`src/rtl/srsm_params.svh`:
```
// Register map, field positions, reset values and sizes of the receive slot mapper
`ifndef SRSM_PARAMS_SVH
`define SRSM_PARAMS_SVH

// =====================================================================
// Register indices (byte address is four times the index)
`define SRSM_IDX_CH6     8'h2d
`define SRSM_IDX_CH7     8'h2e
`define SRSM_IDX_CH8     8'h2f
`define SRSM_IDX_CTRL    8'h30
`define SRSM_IDX_STAT    8'h31

// =====================================================================
// Reset values
`define SRSM_RST_CH6     8'h05
`define SRSM_RST_CH7     8'h06
`define SRSM_RST_CH8     8'h07
`define SRSM_RST_CTRL    8'h00

// =====================================================================
// Field positions
`define SRSM_RSVD_BIT    7
`define SRSM_ROUTE_HI    6
`define SRSM_ROUTE_LO    5
`define SRSM_SLOT_HI     4
`define SRSM_SLOT_LO     0
`define SRSM_HALF_BIT    4
`define SRSM_FMT_BIT     0

// =====================================================================
// Sizes
`define SRSM_DATA_W      32
`define SRSM_FIFO_DEPTH  8
`define SRSM_NUM_CH      3

`endif

```
`src/rtl/srsm_pkg.sv`:
```
// Types shared by the receive slot mapper files
package srsm_pkg;

    // =================================================================
    // Route selector codes
    typedef enum logic [1:0]
    {
        SRSM_ROUTE_OFF  = 2'b00,
        SRSM_ROUTE_DAC  = 2'b01,
        SRSM_ROUTE_LOOP = 2'b10,
        SRSM_ROUTE_LINK = 2'b11
    } srsm_route_e;

    // =================================================================
    // Register bus states
    typedef enum logic
    {
        SRSM_BUS_IDLE = 1'b0,
        SRSM_BUS_ACK  = 1'b1
    } srsm_bus_e;

    typedef logic [7:0] srsm_reg_t;

endpackage : srsm_pkg

```
`src/rtl/srsm_fifo.sv`:
```
// Parameterised valid/ready FIFO between slot capture and the output stage
`timescale 1ns/10ps

module srsm_fifo
    import srsm_pkg::*;
#(
    parameter int WIDTH = 36,
    parameter int DEPTH = 8
)
(
    // Clock and reset
    input  wire logic                       clk,
    input  wire logic                       arst_n,
    // Fill side
    input  wire logic                       in_valid,
    output      logic                       in_ready,
    input  wire logic [WIDTH-1:0]           in_data,
    // Drain side
    output      logic                       out_valid,
    input  wire logic                       out_ready,
    output      logic [WIDTH-1:0]           out_data,
    // Fill level
    output      logic [$clog2(DEPTH):0]     level
);

    localparam int AW = $clog2(DEPTH);

    logic [WIDTH-1:0] mem [DEPTH];
    logic [AW:0]      wr_ptr_ff;
    logic [AW:0]      rd_ptr_ff;
    logic             full;
    logic             empty;
    logic             push;
    logic             pop;

    // Extra pointer bit tells full from empty
    assign full      = (wr_ptr_ff[AW] != rd_ptr_ff[AW]) && (wr_ptr_ff[AW-1:0] == rd_ptr_ff[AW-1:0]);
    assign empty     = (wr_ptr_ff == rd_ptr_ff);
    assign in_ready  = !full;
    assign out_valid = !empty;
    assign push      = in_valid && !full;
    assign pop       = out_ready && !empty;
    assign out_data  = mem[rd_ptr_ff[AW-1:0]];
    assign level     = wr_ptr_ff - rd_ptr_ff;

    always_ff @(posedge clk)
    begin
        if (push)
        begin
            mem[wr_ptr_ff[AW-1:0]] <= in_data;
        end
    end

    always_ff @(posedge clk or negedge arst_n)
    begin
        if (!arst_n)
        begin
            wr_ptr_ff <= '0;
        end
        else if (push)
        begin
            wr_ptr_ff <= wr_ptr_ff + 1'b1;
        end
    end

    always_ff @(posedge clk or negedge arst_n)
    begin
        if (!arst_n)
        begin
            rd_ptr_ff <= '0;
        end
        else if (pop)
        begin
            rd_ptr_ff <= rd_ptr_ff + 1'b1;
        end
    end

endmodule : srsm_fifo

```
`src/rtl/srsm_mapper.sv`:
```
// Secondary serial port receive slot mapper for input channels 6 to 8
//
// Summary of operation
// - Channel 6 slot field bits 4-0, resets five
// - Codes 16-31: TDM slot, else right minus 16
// - Ch7 selector: off, DAC7, ADC3 loopback, link 2
// - Ch8 selector: off, DAC8, ADC4 loopback, link 3
// - Channel 7 register resets to 0x06
// - Channel 8 register resets to 0x07
// - Bit 7 reserved, reads zero, write zero
// - Ch6 selector: off, DAC6, ADC2 loopback, link 1
//
// The Avalon-MM slave port was decided locally.
`timescale 1ns/10ps

`include "srsm_params.svh"

module srsm_mapper
    import srsm_pkg::*;
(
    // Clock and reset
    input  wire logic                       SYS_CLK,
    input  wire logic                       ARST_N,
    // Avalon-MM register slave
    input  wire logic [9:0]                 AVS_ADDRESS,
    input  wire logic                       AVS_READ,
    input  wire logic                       AVS_WRITE,
    input  wire logic [3:0]                 AVS_BYTEENABLE,
    input  wire logic [31:0]                AVS_WRITEDATA,
    output      logic [31:0]                AVS_READDATA,
    output      logic                       AVS_WAITREQUEST,
    // Received slot stream
    input  wire logic                       SLOT_VALID,
    output      logic                       SLOT_READY,
    input  wire logic [4:0]                 SLOT_NUM,
    input  wire logic                       SLOT_RIGHT,
    input  wire logic [`SRSM_DATA_W-1:0]    SLOT_DATA,
    // Routed word stream
    output      logic                       OUT_VALID,
    input  wire logic                       OUT_READY,
    output      logic [3:0]                 OUT_CHAN,
    output      logic [1:0]                 OUT_ROUTE,
    output      logic [`SRSM_DATA_W-1:0]    OUT_DATA
);

    localparam int NCH   = `SRSM_NUM_CH;
    localparam int FW    = `SRSM_DATA_W + 4;
    localparam int LVL_W = $clog2(`SRSM_FIFO_DEPTH) + 1;

    // =================================================================
    // Functions

    // Format-aware slot compare, shared by all channels
    function automatic logic slot_hit(input logic [4:0] sel,
                                      input logic       fmt_two_half,
                                      input logic [4:0] num,
                                      input logic       right);
        logic hit;
        hit = 1'b0;
        if (fmt_two_half)
        begin
            hit = (num[3:0] == sel[3:0]) && (right == sel[`SRSM_HALF_BIT]);
        end
        else
        begin
            hit = (num == sel);
        end
        return hit;
    endfunction : slot_hit

    function automatic logic [1:0] route_of(input srsm_reg_t cfg);
        return cfg[`SRSM_ROUTE_HI:`SRSM_ROUTE_LO];
    endfunction : route_of

    // =================================================================
    // Register bus

    srsm_bus_e          bus_state_ff;
    logic               wait_ff;
    logic [31:0]        rdata_ff;
    srsm_reg_t          cfg_ff [NCH];
    logic               fmt_ff;
    logic [NCH-1:0]     wrote_ff;
    logic [7:0]         idx;
    logic               commit;
    logic [NCH-1:0]     pend_ff;
    logic [LVL_W-1:0]   fifo_level;
    srsm_reg_t          rd_mux;

    assign idx    = AVS_ADDRESS[9:2];
    assign commit = (bus_state_ff == SRSM_BUS_ACK) && AVS_WRITE && AVS_BYTEENABLE[0];

    always_comb
    begin
        case (idx)
            `SRSM_IDX_CH6:  rd_mux = cfg_ff[0];
            `SRSM_IDX_CH7:  rd_mux = cfg_ff[1];
            `SRSM_IDX_CH8:  rd_mux = cfg_ff[2];
            `SRSM_IDX_CTRL: rd_mux = {7'h00, fmt_ff};
            `SRSM_IDX_STAT: rd_mux = {1'b0, pend_ff, fifo_level};
            default:        rd_mux = 8'h00;
        endcase
    end

    // One wait cycle, then one cycle of waitrequest low
    always_ff @(posedge SYS_CLK or negedge ARST_N)
    begin
        if (!ARST_N)
        begin
            bus_state_ff <= SRSM_BUS_IDLE;
            wait_ff      <= 1'b1;
        end
        else
        begin
            case (bus_state_ff)
                SRSM_BUS_IDLE:
                begin
                    if (AVS_READ || AVS_WRITE)
                    begin
                        bus_state_ff <= SRSM_BUS_ACK;
                        wait_ff      <= 1'b0;
                    end
                end
                SRSM_BUS_ACK:
                begin
                    bus_state_ff <= SRSM_BUS_IDLE;
                    wait_ff      <= 1'b1;
                end
                default:
                begin
                    bus_state_ff <= SRSM_BUS_IDLE;
                    wait_ff      <= 1'b1;
                end
            endcase
        end
    end

    always_ff @(posedge SYS_CLK or negedge ARST_N)
    begin
        if (!ARST_N)
        begin
            rdata_ff <= 32'h0000_0000;
        end
        else if ((bus_state_ff == SRSM_BUS_IDLE) && AVS_READ)
        begin
            rdata_ff <= {24'h00_0000, rd_mux};
        end
    end

    // Bit 7 is forced low whatever software writes
    always_ff @(posedge SYS_CLK or negedge ARST_N)
    begin
        if (!ARST_N)
        begin
            cfg_ff[0] <= `SRSM_RST_CH6;
            cfg_ff[1] <= `SRSM_RST_CH7;
            cfg_ff[2] <= `SRSM_RST_CH8;
            fmt_ff    <= 1'(`SRSM_RST_CTRL);
            wrote_ff  <= '0;
        end
        else if (commit)
        begin
            case (idx)
                `SRSM_IDX_CH6:
                begin
                    cfg_ff[0]   <= {1'b0, AVS_WRITEDATA[6:0]};
                    wrote_ff[0] <= 1'b1;
                end
                `SRSM_IDX_CH7:
                begin
                    cfg_ff[1]   <= {1'b0, AVS_WRITEDATA[6:0]};
                    wrote_ff[1] <= 1'b1;
                end
                `SRSM_IDX_CH8:
                begin
                    cfg_ff[2]   <= {1'b0, AVS_WRITEDATA[6:0]};
                    wrote_ff[2] <= 1'b1;
                end
                `SRSM_IDX_CTRL:
                begin
                    fmt_ff <= AVS_WRITEDATA[`SRSM_FMT_BIT];
                end
                default:
                begin
                    fmt_ff <= fmt_ff;
                end
            endcase
        end
    end

    assign AVS_WAITREQUEST = wait_ff;
    assign AVS_READDATA    = rdata_ff;

    // =================================================================
    // Slot capture

    logic                       ready_ff;
    logic [NCH-1:0]             cap;
    logic [NCH-1:0]             grant;
    logic [NCH-1:0]             nxt_pend;
    logic [1:0]                 pend_route_ff [NCH];
    logic [`SRSM_DATA_W-1:0]    pend_data_ff [NCH];
    logic                       fifo_in_ready;
    logic [FW-1:0]              fifo_in_data;

    // Disabled channels never capture
    always_comb
    begin
        for (int i = 0; i < NCH; i++)
        begin
            cap[i] = SLOT_VALID && ready_ff && (route_of(cfg_ff[i]) != SRSM_ROUTE_OFF)
                     && slot_hit(cfg_ff[i][`SRSM_SLOT_HI:`SRSM_SLOT_LO], fmt_ff, SLOT_NUM, SLOT_RIGHT);
        end
    end

    // Lowest channel first; one word per cycle into the FIFO
    always_comb
    begin
        grant        = '0;
        fifo_in_data = '0;
        if (fifo_in_ready)
        begin
            for (int i = NCH - 1; i >= 0; i--)
            begin
                if (pend_ff[i])
                begin
                    grant        = 3'(1 << i);
                    fifo_in_data = {2'(i), pend_route_ff[i], pend_data_ff[i]};
                end
            end
        end
        nxt_pend = cap | (pend_ff & ~grant);
    end

    always_ff @(posedge SYS_CLK or negedge ARST_N)
    begin
        if (!ARST_N)
        begin
            pend_ff <= '0;
        end
        else
        begin
            pend_ff <= nxt_pend;
        end
    end

    // Stall the source while any captured word waits
    always_ff @(posedge SYS_CLK or negedge ARST_N)
    begin
        if (!ARST_N)
        begin
            ready_ff <= 1'b0;
        end
        else
        begin
            ready_ff <= ~|nxt_pend;
        end
    end

    // Route is frozen at capture so a later rewrite cannot retag it
    always_ff @(posedge SYS_CLK)
    begin
        for (int i = 0; i < NCH; i++)
        begin
            if (cap[i])
            begin
                pend_route_ff[i] <= route_of(cfg_ff[i]);
                pend_data_ff[i]  <= SLOT_DATA;
            end
        end
    end

    assign SLOT_READY = ready_ff;

    // =================================================================
    // Buffer and output stage

    logic               fifo_out_valid;
    logic               fifo_out_ready;
    logic [FW-1:0]      fifo_out_data;
    logic               out_valid_ff;
    logic [3:0]         out_chan_ff;
    logic [1:0]         out_route_ff;
    logic [`SRSM_DATA_W-1:0] out_data_ff;

    srsm_fifo #(
        .WIDTH (FW),
        .DEPTH (`SRSM_FIFO_DEPTH)
    ) u_fifo (
        .clk       (SYS_CLK),
        .arst_n    (ARST_N),
        .in_valid  (|pend_ff),
        .in_ready  (fifo_in_ready),
        .in_data   (fifo_in_data),
        .out_valid (fifo_out_valid),
        .out_ready (fifo_out_ready),
        .out_data  (fifo_out_data),
        .level     (fifo_level)
    );

    assign fifo_out_ready = !out_valid_ff || OUT_READY;

    always_ff @(posedge SYS_CLK or negedge ARST_N)
    begin
        if (!ARST_N)
        begin
            out_valid_ff <= 1'b0;
            out_chan_ff  <= 4'h0;
            out_route_ff <= 2'h0;
            out_data_ff  <= '0;
        end
        else if (fifo_out_ready)
        begin
            out_valid_ff <= fifo_out_valid;
            if (fifo_out_valid)
            begin
                out_chan_ff  <= 4'(fifo_out_data[FW-1:FW-2]) + 4'h6; // Channel 6..8
                out_route_ff <= fifo_out_data[FW-3:FW-4];
                out_data_ff  <= fifo_out_data[`SRSM_DATA_W-1:0];
            end
        end
    end

    assign OUT_VALID = out_valid_ff;
    assign OUT_CHAN  = out_chan_ff;
    assign OUT_ROUTE = out_route_ff;
    assign OUT_DATA  = out_data_ff;
endmodule : srsm_mapper

```
`config.mk`:
```
export PLATFORM = sky130hd
export DESIGN_NAME = srsm_mapper
export DESIGN_NICKNAME = d
export VERILOG_FILES = /design/src/rtl/srsm_pkg.sv /design/src/rtl/srsm_fifo.sv /design/src/rtl/srsm_mapper.sv
export VERILOG_INCLUDE_DIRS = /design/src /design/src/rtl
export SDC_FILE = /design/constraint.sdc
export NUM_CORES = 1
export LEC_CHECK = 0
export BUFFER_PORTS_ARGS = -buffer_cell sky130_fd_sc_hd__buf_2
export CORE_MARGIN = 2
export CORE_UTILIZATION = 43
export DETAILED_ROUTE_END_ITERATION = 8
export GPL_ROUTABILITY_DRIVEN = 0
export GPL_TIMING_DRIVEN = 0
export RECOVER_POWER = 100
export SYNTH_ARGS = -nofsm -noshare
export SYNTH_HDL_FRONTEND = slang
export SYNTH_SLANG_ARGS = --single-unit
export TNS_END_PERCENT = 50
```
`constraint.sdc`:
```
create_clock -name SYS_CLK -period 7.9 [get_ports SYS_CLK]
set_input_delay 1.185 -clock SYS_CLK [delete_from_list [all_inputs] [get_ports SYS_CLK]]
set_output_delay 1.185 -clock SYS_CLK [all_outputs]
set_load 0.005 [all_outputs]
```
**After elaboration in Yosys (flattened, before gate mapping)**

Memory sizes are Yosys's and may differ from the RTL's.
Cells that the tools add are included.

- Bits in read-only memories: 0
- Output and inout port bits: 73
- Register bits after elaboration: 83
- Memories kept: 3
- Latch bits: 0
- Bits in writable memories: 390

- $mul: 0
- Equal/unequal tests: 18
- Bitwise gates (word level): 5
- Reductions and logical operators: 32
- Add/sub/neg operators: 4
- Div/mod/pow operators: 0
- Muxes and demuxes: 24
- Shift operators: 0
- $lt $le $gt $ge: 0

Memory list:

| memory | words | bits a word | rd ports | clocked after memory_dff | write ports | RTL line | source |
|---|---|---|---|---|---|---|---|
| u_fifo.mem | 8 | 36 | 1 | 0 | 1 | srsm_fifo.sv:28 | `logic [WIDTH-1:0] mem [DEPTH];` |
| pend_data_ff | 3 | 32 | 3 | 0 | 3 | srsm_mapper.sv:202 | `` logic [`SRSM_DATA_W-1:0] pend_data_ff [NCH]; `` |
| pend_route_ff | 3 | 2 | 3 | 0 | 3 | srsm_mapper.sv:201 | `logic [1:0] pend_route_ff [NCH];` |

Operators with widths:

| cell | number |
|---|---|
| 2-to-1 mux 36 bit | 4 |
| == test 8 x 6 -> 1 bit, second input constant | 5 |
| one-hot mux 7 bit (5 select lines) | 1 |
| == test 4 bit | 4 |
| logical AND 1 bit | 16 |
| == test 5 bit | 3 |
| 2-to-1 mux 1 bit | 13 |
| 2-to-1 mux 3 bit | 4 |
| AND reduction 2 bit | 5 |
| adder 4 x 1 -> 4 bit, second input constant | 2 |
| nonzero test 2 bit | 3 |
| OR reduction 3 bit | 2 |
| adder 2 x 3 -> 4 bit, second input constant | 1 |
| logical NOT 1 bit | 4 |
| one-hot mux 1 bit (2 select lines) | 2 |
| subtractor 4 bit | 1 |
| bitwise AND 3 bit | 1 |
| == test 1 bit | 3 |
| == test 3 bit | 1 |
| NOT 3 bit | 1 |
| bitwise OR 3 bit | 1 |
| logical OR 1 bit | 2 |
| != test 2 bit, second input constant | 1 |
| NOT 1 bit | 2 |
| != test 1 bit | 1 |

**Logic depth before layout (Yosys ltp)**

Gate-level depths: netlist of run 1.

- Depth after elaboration: 9
- Mapped depth: 12
- Mapped depth without buffers: 7

**Hierarchy**

A second synthesis of run 1 with hierarchy kept.

- Cells, all modules: 988
- Area, all modules: 18386.4 um^2

By module, submodules not included:

| module | times used | sequential area each (um^2) | area each (um^2) | cells an instance |
|---|---|---|---|---|
| srsm_fifo | 1 | 8848.5 | 11360.9 | 547 |
| srsm_mapper | 1 | 4899.7 | 7025.5 | 441 |

**Worst setup path after synthesis of run 1**

OpenSTA, ideal clock, no wires.

- Path kind: reg-to-reg
- Start point: register u_fifo.rd_ptr_ff[1]
- End point: memory u_fifo.mem[0][0], enable pin
- Cell stages (with the launch flop): 10
- Required time: 7.381 ns
- Clock period less this slack: 6.092 ns
- Buffers on the path: 3
- Data arrival time: 5.573 ns
- Library setup time: 0.519 ns
- Setup slack: 1.808 ns
- Cells stage by stage: dfrtp_1 > clkbuf_1 > clkbuf_1 > inv_1 > ha_1 > nand3_1 > nor2b_1 > clkbuf_1 > or2_2 > nor4_1

- Longest elaborated chain between the ends: 6

Ends and longest elaborated chain:

| item | RTL line | source |
|---|---|---|
| start: declaration | srsm_fifo.sv:30 | `logic [AW:0] rd_ptr_ff;` |
| start signal: assignment | srsm_fifo.sv:74 | `rd_ptr_ff <= rd_ptr_ff + 1'b1;` |
| == test 3 bit | srsm_fifo.sv:37 | `assign full = (wr_ptr_ff[AW] != rd_ptr_ff[AW]) && (wr_ptr_ff[AW-1:0] == rd_ptr_ff[AW-1:0]);` |
| logical AND 1 bit | srsm_fifo.sv:37 |  |
| logical NOT 1 bit | n/a |  |
| logical AND 1 bit | srsm_fifo.sv:41 | `assign push = in_valid && !full;` |
| 2-to-1 mux 1 bit | srsm_fifo.sv:48 | `if (push)` |
| 2-to-1 mux 1 bit (not written as such) | srsm_fifo.sv:50 | `mem[wr_ptr_ff[AW-1:0]] <= in_data;` |
| end: declaration | srsm_fifo.sv:28 |  |

Every way passes these cells.

**Worst setup path in the final report of run 1**

- Start point: register u_fifo.rd_ptr_ff[1]
- End point: memory u_fifo.mem[6][31], enable pin

The elaborated chain is that of the path after synthesis.

==> impl_metrics.csv, run 1 <==
group,metric,value,unit
clocking,cts.root.buffer_cell,"clkbuf_16",
sta,skew,0.01638,ns
critical_path,critPathMaxStageDelay,1.30,ns
floorplan,core_area,41950,um2
critical_path,critPathSlowestCell,"clkbuf_1",
critical_path,crit_arrival,6.21,ns
drt,num_vias,9417,
synth,synth_area,18290,um2
critical_path,reg2reg_slack,1.85,ns
power,pwr-share-comb,0.184,
outcome,status,"complete, but fails checks",
synth,synth_most_common_cell,"edfxtp_1",
synth,yosysSeqAreaShare,0.7517,
final_layout,drive_gt1_frac,0.2013,
global_route,grt.total_usage,0.1843,
power,power_density,297.9,nW/um2
clocking,cts_sinks,471,
drt,wl_per_cell,22.13,um
synth,synth_top_area_frac,0.6403,
final_layout,syn_to_final_growth,15.82,%
power,internal_power,4.697,mW
synth,ys.flop_type,"edfxtp_1",
sta,fmax,165.3,MHz
critical_path,crit_required,8.06,ns
sta,hold_viol,0,
global_route,grt_pass1_wl,60230,um
floorplan,fp.dieW,210.2,um
clocking,postCtsResizedCells,0,
sta,period_minus_slack,6.048,ns
critical_path,cp_common_cell,"clkbuf_1",
clocking,hold_buffers,0,
critical_path,cp-start-kind,"flop",
synth,ys_seq_elements,471,
global_route,grt_max_degree,55,
power,ir_worst_vdd,191.8,uV
outcome,violations,"capacitance limit, slew limit",
critical_path,end_kind,"flop",
sta,tightestPinTransition,3.116,ns
clocking,clk_latency,0.58,ns
floorplan,pin_count,163,
critical_path,cp_cell_sequence,"clkbuf_1, clkbuf_1, inv_1, ha_1, nand3_1, nor2b_1, clkbuf_1, nor2_1, nand2_1, nor2_1, clkbuf_1",
power,p_clk_frac,0.362,
clocking,cts_tree,"yes",
floorplan,core.rowCount,75,
power,p_leak,7.435,nW
clocking,clk_pin_slew_worst_paths,0.06,ns
drt,drt_first_iter_violations,610,
synth,syn_area_per_cell,18.20,um2
clocking,cts_made_buffers,48,
global_route,grt_pass1_vias,9786,
sta,drv_slew,205,
placement,dp.cells,1710,
power,sw_frac_of_total,0.2556,
drt,via_per_inst,5.240,
clocking,cts_buffer_depth,3,
synth,synth_edf_count,390,
final_layout,nNetsFinal,1317,
clocking,post-cts-setup-buffers,0,
global_route,overflow,0,
critical_path,path_max_fanout,23,
power,p_switching,1.613,mW
worst_hold_path,hp-class,"flop to flop",
clocking,cts_htree_levels,2,
floorplan,die_area,44200,um2
job,maxCapViolations,10,
floorplan,die_height,210.2,um
synth,ys_top_cells_by_count,"edfxtp_1 (390), nand2_1 (93), dfrtp_1 (73)",
synth,synth.distinct_cells,46,
final_layout,fin_cells,1797,
synth,synth_area_leaders,"edfxtp_1 (64%), dfrtp_1 (10%), mux4_2 (8.9%), mux2i_1 (2.0%), nand2_1 (1.9%)",
drt,remaining_drc_errors,0,
synth,synthArstFlopShare,0.1720,
power,power,6.310,mW
placement,numPortBuffers,106,
synth,ys_warn_count,0,
critical_path,path_class,"flop to flop",
sta,rsz0062_at_grt,"no",
drt,dr.pass1.iters,5,
drt,ant_nets,0,
power,seq_power_share,0.454,
drt,wl,39770,um
global_route,grt_antenna_before_repair,1,
synth,netlist_instances,1005,
sta,relSlewSlack,-1.077,
placement,dp_hpwl,26830,um
floorplan,floorplan.initialDensity,0.4360,
sta,setup_violations,0,
sta,fin_crit_sh,0.7656,
synth,synth_top_area_cell,"edfxtp_1",
power groups by stage:
stage	clock [mW]	sequential, mW	combinational (mW)
after global routing	2.43	2.88	1.28
final	2.28	2.87	1.16
after detailed placement	0	2.92	1.21
after global placement	0	2.91	1.20
after floorplan	0	2.90	0.801
after CTS	2.33	2.87	1.22
cell type report:
class | count | area (um2)
Timing Repair Buffer | 142 | 593.1
Multi-Input combinational cell | 476 | 4177
Antenna cell | 1 | 2.502
Tap cell | 539 | 674.4
Clock inverter | 24 | 290.3
Inverter | 7 | 26.28
Buffer | 75 | 386.6
Fill cell | 3464 | 20760
Clock buffer | 62 | 1285
Sequential cell | 471 | 13750
cells in the final DEF (no fill, tap or decap), types with 4 or more instances in the layout:
| cell type | count |
|---|---|
| a21oi_1 | 13 |
| a22o_1 | 5 |
| a22oi_1 | 41 |
| buf_1 | 6 |
| buf_2 | 54 |
| buf_4 | 25 |
| bufinv_16 | 7 |
| clkbuf_1 | 143 |
| clkbuf_16 | 49 |
| clkinv_1 | 8 |
| clkinv_2 | 7 |
| conb_1 | 25 |
| dfrtp_1 | 73 |
| dfstp_2 | 8 |
| edfxtp_1 | 390 |
| ha_1 | 5 |
| inv_1 | 6 |
| mux2_1 | 4 |
| mux2_2 | 25 |
| mux2i_1 | 36 |
| mux4_2 | 72 |
| nand2_1 | 93 |
| nand2b_1 | 5 |
| nand3_1 | 7 |
| nor2_1 | 25 |
| nor2b_1 | 6 |
| nor3_1 | 9 |
| o21ai_0 | 50 |
| xnor2_1 | 22 |
metal layers:
metal	GRT usage	part of all wire	wire, um
met5	0	0	0
met1	0.2531	0.45	17730
met2	0.3047	0.49	19360
met3	0.03024	0.047	1888
met4	0.05649	0.020	791
path summary, 6_finish.rpt:
path,start,to,cells past startpoint
worst max-delay path,u_fifo.rd_ptr_ff[1],u_fifo.mem[6][31],11
min in group asynchronous,ARST_N,OUT_DATA[22],1
worst min-delay path,bus_state_ff,bus_state_ff,1
worst max register to register,u_fifo.rd_ptr_ff[1],u_fifo.mem[6][31],11
max in group asynchronous,ARST_N,u_fifo.rd_ptr_ff[0],2
worst min register to register,bus_state_ff,bus_state_ff,1
worst max-delay path: cells and delay by family, from the launching register on:
family                     cells  cell delay (ns)
and+or+nand+nor                5             1.91
DFF                            1             0.53
buffers and inverters          5             2.79
adders and majority gates      1             0.34
sequential cells by signal (all words and copies together), names as in the netlist, 4 cells and up:
signal            cells
OUT_DATA             32
u_fifo.rd_ptr_ff      4
AVS_READDATA          7
u_fifo.wr_ptr_ff      4
pend_data_ff         96
u_fifo.mem          288
pend_route_ff         6
cfg_ff               21
metrics by stage:
stage | setup TNS, ns | cell area [um2] | utilization | worst slack, ns | hold slack, ns
after floorplan | 0 | 18380 | - | 1.808 | 0.4406
after global placement | -163.70 | 19590 | 0.4669 | -2.477 | 0.4577
after detailed placement | 0 | 20080 | 0.4786 | 2.906 | 0.4617
after CTS | 0 | 21650 | 0.5162 | 2.872 | 0.4694
after global routing | 0 | 21180 | 0.5049 | 1.428 | 0.5054
final | 0 | 21180 | 0.5050 | 1.852 | 0.4693
cell families after synthesis:
family	after synthesis	synth area share
other	1	0.0002050
AND/OR/NAND/NOR	159	0.03920
buffers and inverters	82	0.02326
flip-flops	471	0.7517
adder cells (fa/ha/maj)	7	0.005062
XOR/XNOR	24	0.01149
multiplexers	137	0.1262
AO/OA/AOI/OAI	124	0.04289
No activity file was read; power rests on OpenSTA's default activity.
==> run 2: changes to the inputs <==
==> constraint.sdc (replaced) <==
create_clock -name SYS_CLK -period 6.3 [get_ports SYS_CLK]
set_input_delay 0.945 -clock SYS_CLK [delete_from_list [all_inputs] [get_ports SYS_CLK]]
set_output_delay 0.945 -clock SYS_CLK [all_outputs]
set_load 0.005 [all_outputs]
==> run 2 against run 1 <==
The run still ends with capacitance limit, slew limit left. Sequential share of layout area decreased by 0.21 points. Flip-flop and latch count unchanged. Clock skew decreased by 0.00094 ns. Critical path type unchanged. Critical endpoint is now u_fifo.mem[0][26].
==> impl_metrics.csv, run 2 (synthesized netlist as in run 1, its figures left out) <==
group,metric,value,unit
sta,hold_viol,0,
outcome,violations,"capacitance limit, slew limit",
sta,tightestPinTransition,3.126,ns
worst_hold_path,worstHoldStart,"bus_state_ff",
critical_path,critPathSlowestCell,"nor4_1",
critical_path,r2r_end,"u_fifo.mem[0][26]",
drt,drt_first_iter_violations,610,
final_layout,drive_gt1_frac,0.2060,
final_layout,insertedDiodeCount,0,
critical_path,r2r-start,"u_fifo.rd_ptr_ff[1]",
clocking,postCtsResizedCells,0,
floorplan,pin_count,163,
power,power_density,372.0,nW/um2
critical_path,crit_arrival,5.62,ns
global_route,grt_pass1_vias,9786,
power,p_leak,7.471,nW
final_layout,largest_reg_flops,288,
sta,relSlewSlack,-1.084,
sta,holdWs,0.4693,ns
floorplan,core_area,41950,um2
floorplan,core.rowCount,75,
critical_path,path_max_fanout,10,
job,maxCapViolations,7,
sta,fmax,185.1,MHz
critical_path,critical_path_buf_inv_count,7,
final_layout,seq_area,13750,um2
floorplan,fp.dieW,210.2,um
sta,final.setup.tns,0,ns
final_layout,layout_common_cells,"edfxtp_1 (390), clkbuf_1 (138), nand2_1 (93)",
sta,rsz0062_at_grt,"no",
final_layout,final_common_cell,"edfxtp_1",
critical_path,reg2reg_slack,0.90,ns
clocking,cts_buffer_depth,3,
drt,wl_per_cell,22.11,um
global_route,grt_antenna_before_repair,1,
global_route,grt.total_usage,0.1843,
outcome,status,"complete, but fails checks",
critical_path,cp_common_cell,"clkbuf_1",
clocking,cts.root.buffer_cell,"clkbuf_16",
sta,drv_slew,139,
drt,ant_nets,0,
clocking,cts_sinks,471,
power,ir_worst_vdd,240.4,uV
critical_path,path_delay_family,"buffers and inverters",
sta,period_minus_slack,5.403,ns
worst_hold_path,whs_endpoint,"bus_state_ff",
clocking,hold_buffers,0,
critical_path,r2r_cells,12,
worst_hold_path,hold_depth,1,
final_layout,nNetsFinal,1317,
critical_path,critPathMaxStageDelay,0.72,ns
global_route,grt_pass1_wl,60230,um
critical_path,path_class,"flop to flop",
final_layout,multi_input_area,4177,um2
final_layout,nFillCells,3457,
floorplan,floorplan.initialDensity,0.4360,
floorplan,die_height,210.2,um
global_route,grt_max_degree,55,
global_route,overflow,0,
sta,skew,0.01544,ns
final_layout,syn_to_final_growth,16.19,%
drt,dr.pass1.iters,4,
drt,remaining_drc_errors,0,
drt,num_vias,9401,
critical_path,crit_required,6.52,ns
clocking,cts_tree,"yes",
critical_path,cp_cell_sequence,"clkbuf_1, clkbuf_1, inv_1, ha_1, nand3_1, nor2b_1, clkbuf_1, or2_2, nor4_1, clkbuf_1, clkbuf_1, clkbuf_1",
clocking,clk_pin_slew_worst_paths,0.06,ns
clocking,cts_made_buffers,48,
placement,numPortBuffers,106,
drt,via_per_inst,5.234,
clocking,clk_latency,0.58,ns
critical_path,end_kind,"flop",
placement,dp_hpwl,26830,um
sta,fin_crit_sh,0.8576,
critical_path,cp-start-kind,"flop",
sta,setup_violations,0,
clocking,cts_htree_levels,2,
clocking,post-cts-setup-buffers,0,
worst_hold_path,hp-class,"flop to flop",
drt,wl,39710,um
floorplan,die_area,44200,um2
run 2: how the worst max path moves through the flow:
stage	startpoint	to	slack [ns]	depth (start not counted)
after floorplan	u_fifo.rd_ptr_ff[1]	u_fifo.mem[0][0]	0.21	9
after global placement	u_fifo.rd_ptr_ff[1]	u_fifo.mem[0][21]	-4.08	9
after detailed placement	u_fifo.rd_ptr_ff[1]	u_fifo.mem[1][18]	1.31	11
after CTS	u_fifo.rd_ptr_ff[1]	u_fifo.mem[5][33]	1.27	11
after global routing	u_fifo.rd_ptr_ff[1]	u_fifo.mem[4][26]	0.57	12
final	u_fifo.rd_ptr_ff[1]	u_fifo.mem[0][26]	0.90	12
run 2: per-layer routing:
layer	GRT usage	part of all wire	vias to the layer above
met5	0	0	-
li1	-	-	4308
met1	0.2531	0.44	4808
met2	0.3047	0.49	232
met4	0.05649	0.020	0
met3	0.03024	0.048	53
run 2: through the flow:
step / cells / instance area (um2) / setup WS, ns / util / total power, mW
after global placement: 1674 / 19590 / -4.077 / 0.4669 / 5.161
after detailed placement: 1710 / 20080 / 1.306 / 0.4786 / 5.180
after global routing: 1796 / 21250 / 0.5719 / 0.5066 / 8.260
after CTS: 1796 / 21650 / 1.272 / 0.5162 / 8.038
final: 1796 / 21250 / 0.8974 / 0.5066 / 7.907
after floorplan: 1029 / 18380 / 0.2078 / - / 4.637
run 2: area by class of cell:
cell class                 count  share of cell area
buffer                        75             0.01819
clock buffer                  62             0.06047
tap                          539             0.03173
multi-input combinational    476              0.1965
sequential                   471              0.6469
inverter                       7            0.001236
clock inverter                24             0.01366
timing repair buffer         142             0.03126
run 2: report_power, final:
part	internal (mW)	switching [mW]	total, mW
logic	0.688	0.761	1.45
registers	3.48	0.110	3.59
clock network	1.72	1.15	2.86
